<file path="config.mk">
export PLATFORM = sky130hd
export DESIGN_NAME = edml_top
export DESIGN_NICKNAME = d
export VERILOG_FILES = /design/src/core/edml_pkg.sv /design/src/core/edml_cap_if.sv /design/src/core/edml_fifo.sv /design/src/core/edml_capture.sv /design/src/core/edml_top.sv
export SDC_FILE = /design/constraint.sdc
export NUM_CORES = 2
export LEC_CHECK = 0
export ABC_AREA = 1
export BUFFER_PORTS_ARGS = -buffer_cell sky130_fd_sc_hd__buf_2
export CAP_MARGIN = 20
export CORE_ASPECT_RATIO = 0.7
export CORE_MARGIN = 3
export CORE_UTILIZATION = 55
export CTS_CLUSTER_DIAMETER = 30
export DETAILED_ROUTE_END_ITERATION = 8
export GPL_TIMING_DRIVEN = 1
export HOLD_SLACK_MARGIN = 0.02
export PLACE_DENSITY = 0.74
export SETUP_SLACK_MARGIN = 0.2
export SKIP_CTS_REPAIR_TIMING = 1
export SLEW_MARGIN = 20
export SYNTH_ARGS = -nofsm -noshare
export SYNTH_HDL_FRONTEND = slang
export SYNTH_SLANG_ARGS = --single-unit
</file>
<file path="constraint.sdc">
create_clock -name core_clk -period 2.47 [get_ports core_clk]
set_clock_uncertainty 0.1 [all_clocks]
set_input_delay 0.494 -clock core_clk [delete_from_list [all_inputs] [get_ports core_clk]]
set_output_delay 0.494 -clock core_clk [all_outputs]
set_load 0.02 [all_outputs]
</file>
<file path="src/core/edml_pkg.sv">
// Shared constants and types of the diagnostic and mode logic
package edml_pkg;
    // Widths
    localparam int DATA_W     = 32;
    localparam int CB_W       = 8;
    localparam int TALLY_W    = 4;
    localparam int FIFO_DEPTH = 16;
    // Mode codes on the three mode inputs
    localparam logic [2:0] MODE_ERR_DATA = 3'h0;
    localparam logic [2:0] MODE_INJECT   = 3'h4;
    localparam logic [1:0] MODE_NORMAL   = 2'h3;
    localparam logic [1:0] MODE_DETECT   = 2'h2;
    localparam logic [1:0] MODE_DIAG     = 2'h1;
    // Diagnostic word field positions
    localparam int CBI_LSB   = 0;
    localparam int PARTIAL_CHECKBIT_INPUT_BUS_LSB  = 8;
    localparam int SYN_LSB   = 16;
    localparam int TALLY_LSB = 24;
    localparam int TEST_LSB  = 28;
    localparam int KIND_LSB  = 30;
    // Reset and limit values
    localparam logic [31:0] WORD_RST  = 32'h0000_0000;
    localparam logic [7:0]  SYN_RST   = 8'h00;
    localparam logic [3:0]  TALLY_RST = 4'h0;
    localparam logic [3:0]  TALLY_MAX = 4'hf;
    localparam logic [1:0]  KIND_NONE   = 2'h0;
    localparam logic [1:0]  KIND_SINGLE = 2'h2;
    localparam logic [1:0]  KIND_MULTI  = 2'h1;
    localparam logic [1:0]  FACTORY_TEST_VAL = 2'h0;
    // Cascade position of this slice
    typedef enum logic [1:0] {
        SLICE_SINGLE32 = 2'h0,
        SLICE_GEN64    = 2'h1,
        SLICE_LOWER    = 2'h2,
        SLICE_UPPER    = 2'h3
    } edml_slice_t;
endpackage

</file>
<file path="src/core/edml_cap_if.sv">
// Link between the top and the capture register block
`timescale 1ns/1ns
interface edml_cap_if;
    logic        capture_pulse;
    logic        clear_n;
    logic        err_active;
    logic        multi_err;
    logic [7:0]  syndrome;
    logic [31:0] mem_word;
    logic [31:0] cap_word;
    logic [7:0]  cap_syn;
    logic [3:0]  tally;
    logic [1:0]  kind;
    modport core (
        output capture_pulse, clear_n, err_active, multi_err,
        output syndrome, mem_word,
        input  cap_word, cap_syn, tally, kind
    );
    modport cap (
        input  capture_pulse, clear_n, err_active, multi_err,
        input  syndrome, mem_word,
        output cap_word, cap_syn, tally, kind
    );
endinterface

</file>
<file path="src/core/edml_fifo.sv">
// Flip-flop FIFO for read words, corrected except in detect-only mode
`timescale 1ns/1ns
module edml_fifo #(
    parameter int W     = 32,
    parameter int DEPTH = 16
) (
    input  wire logic         core_clk,
    input  wire logic         rst,
    input  wire logic         in_valid,
    output logic              in_ready,
    input  wire logic [W-1:0] in_data,
    output logic              out_valid,
    input  wire logic         out_ready,
    output logic [W-1:0]      out_data
);
    localparam int AW = $clog2(DEPTH);
    typedef struct packed {
        logic [DEPTH-1:0][W-1:0] mem;
        logic [AW-1:0]           wr;
        logic [AW-1:0]           rd;
        logic [AW:0]             cnt;
    } edml_fifo_t;
    edml_fifo_t s_reg;
    edml_fifo_t s_next;
    logic       push;
    logic       pop;

    // Honest flags straight from the fill count
    assign in_ready  = (s_reg.cnt != (AW+1)'(DEPTH));
    assign out_valid = (s_reg.cnt != '0);
    assign out_data  = s_reg.mem[s_reg.rd];
    assign push      = in_valid & in_ready;
    assign pop       = out_valid & out_ready;

    // Pointer and count update
    always_comb begin
        s_next = s_reg;
        if (push) begin
            s_next.mem[s_reg.wr] = in_data;
            s_next.wr = s_reg.wr + 1'b1;
        end
        if (pop) begin
            s_next.rd = s_reg.rd + 1'b1;
        end
        if (push && !pop) begin
            s_next.cnt = s_reg.cnt + 1'b1;
        end else if (pop && !push) begin
            s_next.cnt = s_reg.cnt - 1'b1;
        end
    end

    always_ff @(posedge core_clk) begin
        if (rst) begin
            s_reg <= '0;
        end else begin
            s_reg <= s_next;
        end
    end
endmodule

</file>
<file path="src/core/edml_capture.sv">
// First-error capture registers and saturating error tally
`timescale 1ns/1ns
module edml_capture (
    input  wire logic core_clk,
    input  wire logic rst,
    edml_cap_if.cap   cif
);
    typedef struct packed {
        logic [31:0] word;
        logic [7:0]  syn;
        logic [3:0]  tally;
        logic [1:0]  kind;
    } edml_cap_t;
    edml_cap_t s_reg;
    edml_cap_t s_next;

    assign cif.cap_word = s_reg.word;
    assign cif.cap_syn  = s_reg.syn;
    assign cif.tally    = s_reg.tally;
    assign cif.kind     = s_reg.kind;

    // Clear first, then a capture edge on top of it, so no error is lost
    always_comb begin
        s_next = s_reg;
        if (!cif.clear_n) begin
            s_next.word  = edml_pkg::WORD_RST;
            s_next.syn   = edml_pkg::SYN_RST;
            s_next.tally = edml_pkg::TALLY_RST;
            s_next.kind  = edml_pkg::KIND_NONE;
        end
        if (cif.capture_pulse && cif.err_active) begin
            if (s_next.tally == edml_pkg::TALLY_RST) begin
                s_next.word = cif.mem_word;
                s_next.syn  = cif.syndrome;
                s_next.kind = cif.multi_err ?
                    edml_pkg::KIND_MULTI : edml_pkg::KIND_SINGLE;
            end
            // Holds at fifteen instead of wrapping
            if (s_next.tally != edml_pkg::TALLY_MAX) begin
                s_next.tally = s_next.tally + 1'b1;
            end
        end
    end

    always_ff @(posedge core_clk) begin
        if (rst) begin
            s_reg <= '{edml_pkg::WORD_RST, edml_pkg::SYN_RST,
                       edml_pkg::TALLY_RST, edml_pkg::KIND_NONE};
        end else begin
            s_reg <= s_next;
        end
    end
endmodule

</file>
<file path="src/core/edml_top.sv">
// Diagnostic and mode selection logic of the 32-bit EDC unit
// How it works
// - Mode x11 runs ordinary detect-and-correct operation.
// - Mode x10 detects errors but passes read data uncorrected.
// - Mode 000 drives the captured error word onto the system bus.
// - Capture edge, error low, tally zero: load the latched memory word.
// - Clear low zeroes captured word, captured syndrome and tally.
// - A cleared captured word serves as an all-zero data source.
// - Mode x01 shows diagnostic registers, partial checkbits and checkbits.
// - Diagnostic readback: checkbit latch bits 0-7, partial checkbits 8-15.
// - Syndrome captured like the word, read back on bits 16-23.
// - Four-bit tally counts capture edges with error, holds at 15.
// - Bits 28-29 carry factory test bits; the host ignores them.
// - Error-kind register keeps first error type, read on bits 30-31.
// - Mode 100 loads system latch bits 0-7 as checkbits on latch strobe.
// - Mode 100 otherwise behaves exactly like normal mode.
// - Slice code selects standalone, generate-only, lower or upper role.
// - Active-low error flag follows live detection, never latched.
`timescale 1ns/1ns
module edml_top (
    input  wire logic        core_clk,
    input  wire logic        rst,
    // Pins, all asynchronous to core_clk
    input  wire logic [2:0]  mode_pins,
    input  wire logic [1:0]  slice_position_code,
    input  wire logic        clear_n,
    input  wire logic        syndrome_capture_clock,
    input  wire logic        memory_latch_enable,
    input  wire logic        system_latch_enable,
    input  wire logic        system_output_enable_n,
    input  wire logic [31:0] memory_data_bus_in,
    input  wire logic [7:0]  checkbit_input_bus,
    input  wire logic [7:0]  partial_checkbit_input_bus,
    input  wire logic [31:0] system_data_bus_in,
    // Correction network, same clock
    input  wire logic [7:0]  gen_syndrome,
    input  wire logic [31:0] corrected_word,
    input  wire logic        multi_err,
    output logic [31:0]      mem_latch_word,
    output logic [7:0]       checkbit_latch,
    // System side
    output logic [31:0]      system_data_bus_out,
    output logic             system_data_bus_oe,
    output logic             read_valid,
    input  wire logic        read_ready,
    output logic             mem_ready,
    output logic             err_n,
    output logic [1:0]       slice_role
);
    typedef struct packed {
        logic [2:0]  mode_s1;
        logic [2:0]  mode_s2;
        logic [1:0]  slice_s1;
        logic [1:0]  slice_s2;
        logic        clr_s1;
        logic        clr_s2;
        logic        cclk_s1;
        logic        cclk_s2;
        logic        cclk_d;
        logic        mle_s1;
        logic        mle_s2;
        logic        mle_d;
        logic        sle_s1;
        logic        sle_s2;
        logic        sle_d;
        logic        soe_s1;
        logic        soe_s2;
        logic [31:0] md_s1;
        logic [31:0] md_s2;
        logic [7:0]  cbi_s1;
        logic [7:0]  cbi_s2;
        logic [7:0]  partial_checkbit_input_bus_s1;
        logic [7:0]  partial_checkbit_input_bus_s2;
        logic [31:0] sd_s1;
        logic [31:0] sd_s2;
        logic [31:0] sd_latch;
        logic [31:0] md_latch;
        logic [7:0]  cb_latch;
        logic        pending;
        logic [31:0] sd_out;
        logic        sd_oe;
    } edml_top_t;

    edml_top_t   s_reg;
    edml_top_t   s_next;
    edml_cap_if  cif ();

    logic        cap_pulse;
    logic        mle_pulse;
    logic        sle_pulse;
    logic        mode_err_data;
    logic        mode_diag;
    logic        mode_detect;
    logic        mode_inject;
    logic        detect_on;
    logic        err_live;
    logic        fifo_in_ready;
    logic        fifo_out_valid;
    logic        fifo_out_ready;
    logic [31:0] fifo_out_data;
    logic [31:0] push_word;
    logic [31:0] diag_word;

    // Edges are taken from the second sync stage only
    assign cap_pulse = s_reg.cclk_s2 & ~s_reg.cclk_d;
    assign mle_pulse = s_reg.mle_s2 & ~s_reg.mle_d;
    assign sle_pulse = s_reg.sle_s2 & ~s_reg.sle_d;

    // Mode decode; the top bit is ignored where it is a don't care
    assign mode_err_data = (s_reg.mode_s2 == edml_pkg::MODE_ERR_DATA);
    assign mode_inject   = (s_reg.mode_s2 == edml_pkg::MODE_INJECT);
    assign mode_diag     = (s_reg.mode_s2[1:0] == edml_pkg::MODE_DIAG);
    assign mode_detect   = (s_reg.mode_s2[1:0] == edml_pkg::MODE_DETECT);

    // Detection runs in normal, detect-only and injection modes
    assign detect_on =
        (s_reg.mode_s2[1:0] == edml_pkg::MODE_NORMAL) |
        mode_detect |
        mode_inject;

    // A generate-only slice checks nothing, so it never flags
    assign err_live = detect_on &
        (s_reg.slice_s2 != edml_pkg::SLICE_GEN64) &
        (gen_syndrome != edml_pkg::SYN_RST);

    // Flag is plain logic: not latched, not gated by any enable
    assign err_n = ~err_live;

    // Detect-only passes the latched word untouched
    assign push_word = mode_detect ? s_reg.md_latch
                                   : corrected_word;

    // Diagnostic composite, field by field
    always_comb begin
        diag_word = edml_pkg::WORD_RST;
        diag_word[edml_pkg::CBI_LSB +: 8]  = s_reg.cb_latch;
        diag_word[edml_pkg::PARTIAL_CHECKBIT_INPUT_BUS_LSB +: 8] = s_reg.partial_checkbit_input_bus_s2;
        diag_word[edml_pkg::SYN_LSB +: 8]  = cif.cap_syn;
        diag_word[edml_pkg::TALLY_LSB +: 4] = cif.tally;
        diag_word[edml_pkg::TEST_LSB +: 2] =
            edml_pkg::FACTORY_TEST_VAL;
        diag_word[edml_pkg::KIND_LSB +: 2] = cif.kind;
    end

    // Hand-off to the capture registers
    assign cif.capture_pulse = cap_pulse;
    assign cif.clear_n       = s_reg.clr_s2;
    assign cif.err_active    = err_live;
    assign cif.multi_err     = multi_err;
    assign cif.syndrome      = gen_syndrome;
    assign cif.mem_word      = s_reg.md_latch;

    edml_capture u_capture (
        .core_clk (core_clk),
        .rst      (rst),
        .cif      (cif)
    );

    // Read words queue here; a stalled reader fills it and
    // then holds off further memory latch strobes
    edml_fifo #(
        .W     (edml_pkg::DATA_W),
        .DEPTH (edml_pkg::FIFO_DEPTH)
    ) u_fifo (
        .core_clk  (core_clk),
        .rst       (rst),
        .in_valid  (s_reg.pending),
        .in_ready  (fifo_in_ready),
        .in_data   (push_word),
        .out_valid (fifo_out_valid),
        .out_ready (fifo_out_ready),
        .out_data  (fifo_out_data)
    );

    // Readback modes own the bus, so the queue only drains otherwise
    assign fifo_out_ready = read_ready & ~mode_err_data & ~mode_diag;
    assign read_valid     = fifo_out_valid & ~mode_err_data & ~mode_diag;
    assign mem_ready      = ~s_reg.pending;

    assign mem_latch_word      = s_reg.md_latch;
    assign checkbit_latch      = s_reg.cb_latch;
    assign system_data_bus_out = s_reg.sd_out;
    assign system_data_bus_oe  = s_reg.sd_oe;
    assign slice_role          = s_reg.slice_s2;

    // Next state of all synchronisers, latches and outputs
    always_comb begin
        s_next = s_reg;
        // Two-stage synchronisers for every pin
        s_next.mode_s1  = mode_pins;
        s_next.mode_s2  = s_reg.mode_s1;
        s_next.slice_s1 = slice_position_code;
        s_next.slice_s2 = s_reg.slice_s1;
        s_next.clr_s1   = clear_n;
        s_next.clr_s2   = s_reg.clr_s1;
        s_next.cclk_s1  = syndrome_capture_clock;
        s_next.cclk_s2  = s_reg.cclk_s1;
        s_next.cclk_d   = s_reg.cclk_s2;
        s_next.mle_s1   = memory_latch_enable;
        s_next.mle_s2   = s_reg.mle_s1;
        s_next.mle_d    = s_reg.mle_s2;
        s_next.sle_s1   = system_latch_enable;
        s_next.sle_s2   = s_reg.sle_s1;
        s_next.sle_d    = s_reg.sle_s2;
        s_next.soe_s1   = system_output_enable_n;
        s_next.soe_s2   = s_reg.soe_s1;
        s_next.md_s1    = memory_data_bus_in;
        s_next.md_s2    = s_reg.md_s1;
        s_next.cbi_s1   = checkbit_input_bus;
        s_next.cbi_s2   = s_reg.cbi_s1;
        s_next.partial_checkbit_input_bus_s1  = partial_checkbit_input_bus;
        s_next.partial_checkbit_input_bus_s2  = s_reg.partial_checkbit_input_bus_s1;
        s_next.sd_s1    = system_data_bus_in;
        s_next.sd_s2    = s_reg.sd_s1;

        // System input latch
        if (sle_pulse) begin
            s_next.sd_latch = s_reg.sd_s2;
        end

        // Queue takes the finished word one cycle after the latch
        if (s_reg.pending && fifo_in_ready) begin
            s_next.pending = 1'b0;
        end

        // A strobe while a word still waits is dropped, not queued
        if (mle_pulse && !s_reg.pending) begin
            s_next.md_latch = s_reg.md_s2;
            s_next.pending  = 1'b1;
            if (mode_inject) begin
                s_next.cb_latch = s_reg.sd_latch[7:0];
            end else begin
                s_next.cb_latch = s_reg.cbi_s2;
            end
        end

        // Output word follows the mode; host supplies the enable
        case (1'b1)
            mode_err_data: s_next.sd_out = cif.cap_word;
            mode_diag:     s_next.sd_out = diag_word;
            default:       s_next.sd_out = fifo_out_data;
        endcase
        s_next.sd_oe = ~s_reg.soe_s2;
    end

    // Sync stages reset to the idle pin levels
    always_ff @(posedge core_clk) begin
        if (rst) begin
            s_reg        <= '0;
            s_reg.clr_s1 <= 1'b1;
            s_reg.clr_s2 <= 1'b1;
            s_reg.soe_s1 <= 1'b1;
            s_reg.soe_s2 <= 1'b1;
        end else begin
            s_reg <= s_next;
        end
    end
endmodule

</file>
## Word-level counts from Yosys, hierarchy flattened

Index checks and enable logic that the tools add are counted.

- Add/sub/neg operators: 5
- $lt $le $gt $ge: 3
- Equality and inequality tests: 7
- Mux-type cells: 19
- Bitwise gates (word level): 21
- Reductions and logical operators: 15

Operators with widths:

| cell | number |
|---|---|
| bitwise mux 512 bit | 1 |
| two-way mux 32 bit | 5 |
| binary-select mux 32 bit (select 4 bit) | 1 |
| demux 32 bit (select 4 bit) | 1 |
| two-way mux 46 bit | 2 |
| two-way mux 40 bit | 1 |
| adder 4 x 1 -> 4 bit (second input constant) | 3 |
| AND 1 bit | 11 |
| less-than comparator 4 x 5 -> 1 bit (second input constant) | 2 |
| two-way mux 5 bit | 2 |
| two-way mux 8 bit | 1 |
| inverter 1 bit | 8 |
| nonzero test 8 bit | 1 |
| logical AND 1 bit | 6 |
| adder 5 x 1 -> 5 bit (second input constant) | 1 |
| != test 5 bit (second input constant) | 1 |
| nonzero test 5 bit | 1 |
| subtractor 5 x 1 -> 5 bit (second input constant) | 1 |
| == test 2 bit (second input constant) | 2 |
| >= comparator 4 x 1 -> 1 bit (second input constant) | 1 |
| logical NOT 4 bit | 1 |
| two-way mux 2 bit | 2 |
| two-way mux 4 bit | 1 |
| != test 4 bit (second input constant) | 1 |
| 8 further kinds | 13 |

- Register bits after elaboration: 788
- Bits of input ports: 134
- Output and inout port bits: 78
- Word-level logic and storage cells: 124

## Longest topological paths before layout

- Depth in word-level cells: 8
- Gate-level depth with buffers: 17
- Mapped depth without buffers: 16

## Modules after synthesis

A second synthesis with hierarchy kept.

- Cell total of the unflattened synthesis: 6043
- Area total of the unflattened synthesis: 37612.3 sq um

Modules (own cells, without submodules):

| module | instances | cells an instance | area an instance (sq um) |
|---|---|---|---|
| edml_fifo | 1 | 4545 | 27050.9 |
| edml_top | 1 | 1111 | 8299.2 |
| edml_capture | 1 | 387 | 2262.2 |

## Worst setup path after synthesis

OpenSTA, ideal clock, no wires.

- Kind: register to register
- Start point: register u_fifo.s_reg[0] in the netlist's numbering
- End point: register u_fifo.s_reg[4] in the netlist's numbering
- Library setup time: 113 ps
- Data arrival time: 2318 ps
- Data required time: 2257 ps
- Setup slack: -61 ps
- Stages on the path, launching flop included: 17
- Period minus slack after synthesis: 2531 ps
- Cells stage by stage: dfxtp_1 nor2_1 nand4_1 nand2_2 inv_2 buf_6 buf_2 buf_2 ha_1 inv_1 ha_1 a21oi_1 nand2_1 a21oi_1 o21ai_0 nor2_1 nor2_1

- Longest elaborated chain between the ends: 5
- Elaborated cells on any way between the ends: 13
- Those cells by class: 2 x add/sub; 1 x eq/ne; 2 x mux; 2 x bitwise; 6 x reduce/logical

RTL lines:

| what | RTL line | text |
|---|---|---|
| start: declaration | edml_fifo.sv:23 | `edml_fifo_t s_reg;` |
| start signal: assignment | edml_fifo.sv:56 | `s_reg <= s_next;` |
| != test 5 bit * | edml_fifo.sv:29 | `assign in_ready = (s_reg.cnt != (AW+1)'(DEPTH));` |
| AND 1 bit * | edml_fifo.sv:32 | `assign push = in_valid & in_ready;` |
| named net u_fifo.push | edml_fifo.sv:25 | `logic push;` |
| logical NOT 1 bit | edml_fifo.sv:47 | `end else if (pop && !push) begin` |
| logical AND 1 bit | edml_fifo.sv:47 |  |
| nonzero test 2 bit (no line) | - |  |

Mark *: on every way through the listed nets, which the timed path passes. The rest lies on a longest branch. The select of a mux whose other input is x is not followed.
A chain may end at the register's enable or synchronous reset.

## Worst setup path after layout

- Start point: register s_reg[283] in the netlist's numbering
- End point: output err_n

- Longest elaborated chain between the ends: 6
- Elaborated cells on any way between the ends: 8
- Those cells by class: 3 x eq/ne; 5 x bitwise

RTL lines:

| what | RTL line | text |
|---|---|---|
| start: declaration | edml_top.sv:84 | `edml_top_t s_reg;` |
| start signal: assignment | edml_top.sv:255 | `s_reg <= s_next;` |
| == test 2 bit, on equally long branches | edml_top.sv:117, edml_top.sv:113 |  |
| OR 1 bit | edml_top.sv:117 | `(s_reg.mode_s2[1:0] == edml_pkg::MODE_NORMAL) \|` |
| OR 1 bit * | edml_top.sv:118 | `mode_detect \|` |
| AND 1 bit * | edml_top.sv:122 | `assign err_live = detect_on &` |
| AND 1 bit * | edml_top.sv:123 | `(s_reg.slice_s2 != edml_pkg::SLICE_GEN64) &` |
| inverter 1 bit * | edml_top.sv:127 | `assign err_n = ~err_live;` |
| end: declaration | edml_top.sv:47 | `output logic err_n,` |

Mark *: on every way between the ends. The rest lies on a longest branch, timed or not.

==> impl_metrics.csv <==
group,metric,value,unit
worst_hold_path,whs_path_depth,3,
layout,fillerInstances,5094,
sta,slew_headroom,30.19,%
route,top_layer_used,"met4",
floorplanning,io_pins,212,
clocking,clkLatencyLatePin,690,ps
route,drtPass1Iterations,8,
place,port_buffers,187,
sta,worst_pin_slew,1047,ps
critical_path,crit_chain,"nor3_4 > nor2_8 > buf_12 > o21ai_4 > nor2_8 > inv_2 > buf_6",
critical_path,path_class,"register to primary output",
power_and_ir_drop,p_switching,8.845,mW
place,post-dp-hpwl,63310,um
critical_path,arrival,1870,ps
power_and_ir_drop,peakVddDrop,0.8647,mV
sta,post-route-min-period,2464,ps
route,routed_wl,107900,um
place,gp_congestion,0.8834,
floorplanning,die_height,216.4,um
clocking,htreeDepth,3,
grt,first_global_vias,29980,
clocking,numClockSinks,788,
route,vias_per_cell,5.649,
sta,rsz0062_at_grt,"yes",
synthesis,syn_area,34770,um^2
synthesis,synthTopCellsByArea,"dfxtp_1 45%, a21oi_1 13%, nand2_1 8.1%",
layout,area_growth,17.40,%
critical_path,cp_max_fo,5,
synthesis,synthCells,4864,
route,avgRoutedWirePerCell,18.49,um
critical_path,critPathMaxStageDelay,360,ps
clocking,clkTransAtPathRegs,60,ps
critical_path,start_kind,"register",
layout,multi_input_area,14580,um^2
grt,antenna_found_initial,2,
power_and_ir_drop,power_density,809.5,nW/um^2
floorplanning,start_util,56.09,%
grt,grt_pass1_wl,165000,um
critical_path,r2r-end,"u_fifo.s_reg[4]$_SDFFE_PP0P_",
power_and_ir_drop,internal-power,24.20,mW
worst_hold_path,min_from,"read_ready",
run_status,status,"finished, final reports clean",
floorplanning,dieArea,66330,um^2
synthesis,synth_top_area_share,45.37,%
place,place_ws,257.0,ps
critical_path,cp-end-kind,"primary output",
route,vias,32950,
power_and_ir_drop,seq_power_share,39.7,%
critical_path,reg2reg_depth,16,
worst_hold_path,hold_path.class,"input pin to register",
power_and_ir_drop,combPwrFrac,9.9,%
route,drt_iter0_drc,4085,
critical_path,cpMaxStageDelayCell,"dfxtp_4",
job,drv_cap,0,
power_and_ir_drop,total_power,33.05,mW
critical_path,rrSetupSlack,200,ps
grt,track_usage,30.83,%
critical_path,timing.rr.start,"s_reg[283]$_SDFF_PP0_",
critical_path,crit_path_frequent_cell,"nor2_8",
clocking,cts_root_buf,"clkbuf_16",
layout,drive_above_1_share,13.89,%
synthesis,yosysUniqueCellTypes,34,
route,wl_met2,48140,um
sta,setup_viol,0,
sta,slew_viol_final,0,
sta,fin_crit_sh,99.75,%
critical_path,required,1880,ps
sta,setup_ws,6.122,ps
power_and_ir_drop,p_leak,16.44,nW
floorplanning,row_count,76,
grt,grt_max_degree,160,
layout,final_util,65.85,%
route,drc_errors,0,
sta,setup_tns,0,ps
clocking,cts-buffers-inserted,119,
route,ant_nets,0,
synthesis,avgSynthCellArea,7.149,um^2
synthesis,synth_fp_nets,5010,
floorplanning,die_w,306.5,um
route,routedLengthMet1,45770,um
clocking,clockBufferDepth,3,
power_and_ir_drop,swShare,26.76,%
sta,hold_viol_final,0,
power_and_ir_drop,p_clk_share,50.4,%
layout,largest_reg_flops,525,
layout,final_cell_mix,"872 x a21oi_1, 779 x dfxtp_1, 742 x nand2_1, 564 x inv_1, 474 x o21ai_0",
synthesis,ys_ff_latch,788,
layout,fin_nets,5060,
grt,gr-total-overflow,0,
route,dr_wl_met3,10520,um
synthesis,yosysSeqAreaShare,45.37,%
layout,layout_commonest_cell,"a21oi_1",
synthesis,yosys_warnings,0,
floorplanning,core_area,62000,um^2
clocking,cts_tree,"done",
worst_hold_path,holdPathEnd,"u_fifo.s_reg[8]$_SDFFE_PP0P_",
sta,fmaxAchievable,0.4059,GHz
synthesis,yosysTopAreaCell,"dfxtp_1",
layout,seq_area,15790,um^2
[area by class of cell]
class / count / area share, %
sequential: 788 / 38.69
inverter: 589 / 5.471
clock inverter: 71 / 1.784
multi-input combinational: 3011 / 35.72
tap: 819 / 2.510
clock buffer: 147 / 7.978
timing repair buffer: 405 / 7.837
antenna: 3 / 0.01839
[worst max-delay path by stage]
stage	startpoint	endpoint	slack (ps)	depth (start not counted)
floorplan	u_fifo.s_reg[3]$_SDFFE_PP0P_	u_fifo.s_reg[4]$_SDFFE_PP0P_	190	17
global placement	s_reg[283]$_SDFF_PP0_	u_fifo.s_reg[4]$_SDFFE_PP0P_	270	16
detailed placement	s_reg[283]$_SDFF_PP0_	u_capture.cif.cap_word[1]$_SDFF_PP0_	260	11
CTS	s_reg[283]$_SDFF_PP0_	err_n	-340	8
global route	s_reg[283]$_SDFF_PP0_	err_n	-40	7
finish	s_reg[283]$_SDFF_PP0_	err_n	6	7
[per-stage QoR]
| step | cells | hold slack [ps] | cell area (um^2) |
|---|---|---|---|
| floorplan | 4864 | 268.2 | 34860 |
| global placement | 5539 | 276.8 | 36030 |
| detailed placement | 5539 | 277.7 | 36030 |
| CTS | 5757 | -130.5 | 40020 |
| global route | 5830 | 61.74 | 40820 |
| finish | 5833 | 48.21 | 40830 |
[power groups by stage]
stage               combinational, mW  sequential, mW  clock [mW]
global placement                 3.00            13.4           0
detailed placement               3.03            13.4           0
global route                     3.58            13.1        17.3
CTS                              3.07            13.1        16.7
finish                           3.28            13.1        16.7
floorplan                        2.16            13.3           0
[synth_stat cells, drive strengths merged]
cell,instances
fa,1
a21oi,888
dfxtp,788
o211ai,8
nor2,203
ha,11
nand4,4
nand2,763
clkinv,3
buf,280
o21ai,548
nand3,478
clkbuf,196
nor3,3
xor2,7
inv,586
or2,89
o211a,8
[worst max-delay path, delay by kind of cell, from the launching register on]
| kind | cells | cell delay [ps] |
|---|---|---|
| compound gates | 1 | 80 |
| buf+inv | 3 | 320 |
| flops | 1 | 360 |
| simple gates | 3 | 410 |
[layer usage]
layer	up-vias	track usage, %
met5	-	0
met4	0	11.06
met3	231	5.315
met2	1590	47.62
met1	15320	43.52
li1	15810	-
[logic make-up (layout without fill, tap and decap cells)]
family                   after synthesis  count (layout)  share of synthesized area, %
adder cells (fa/ha/maj)               12              12                        0.4534
buffers and inverters               1065            1212                         13.13
other                                  0               3                             0
flip-flops                           788             788                         45.37
XOR/XNOR                               7               7                        0.1763
AO/OA/AOI/OAI                       1452            1452                         21.24
AND/OR/NAND/NOR                     1540            1540                         19.63
No activity file was read; power rests on OpenSTA's default activity.
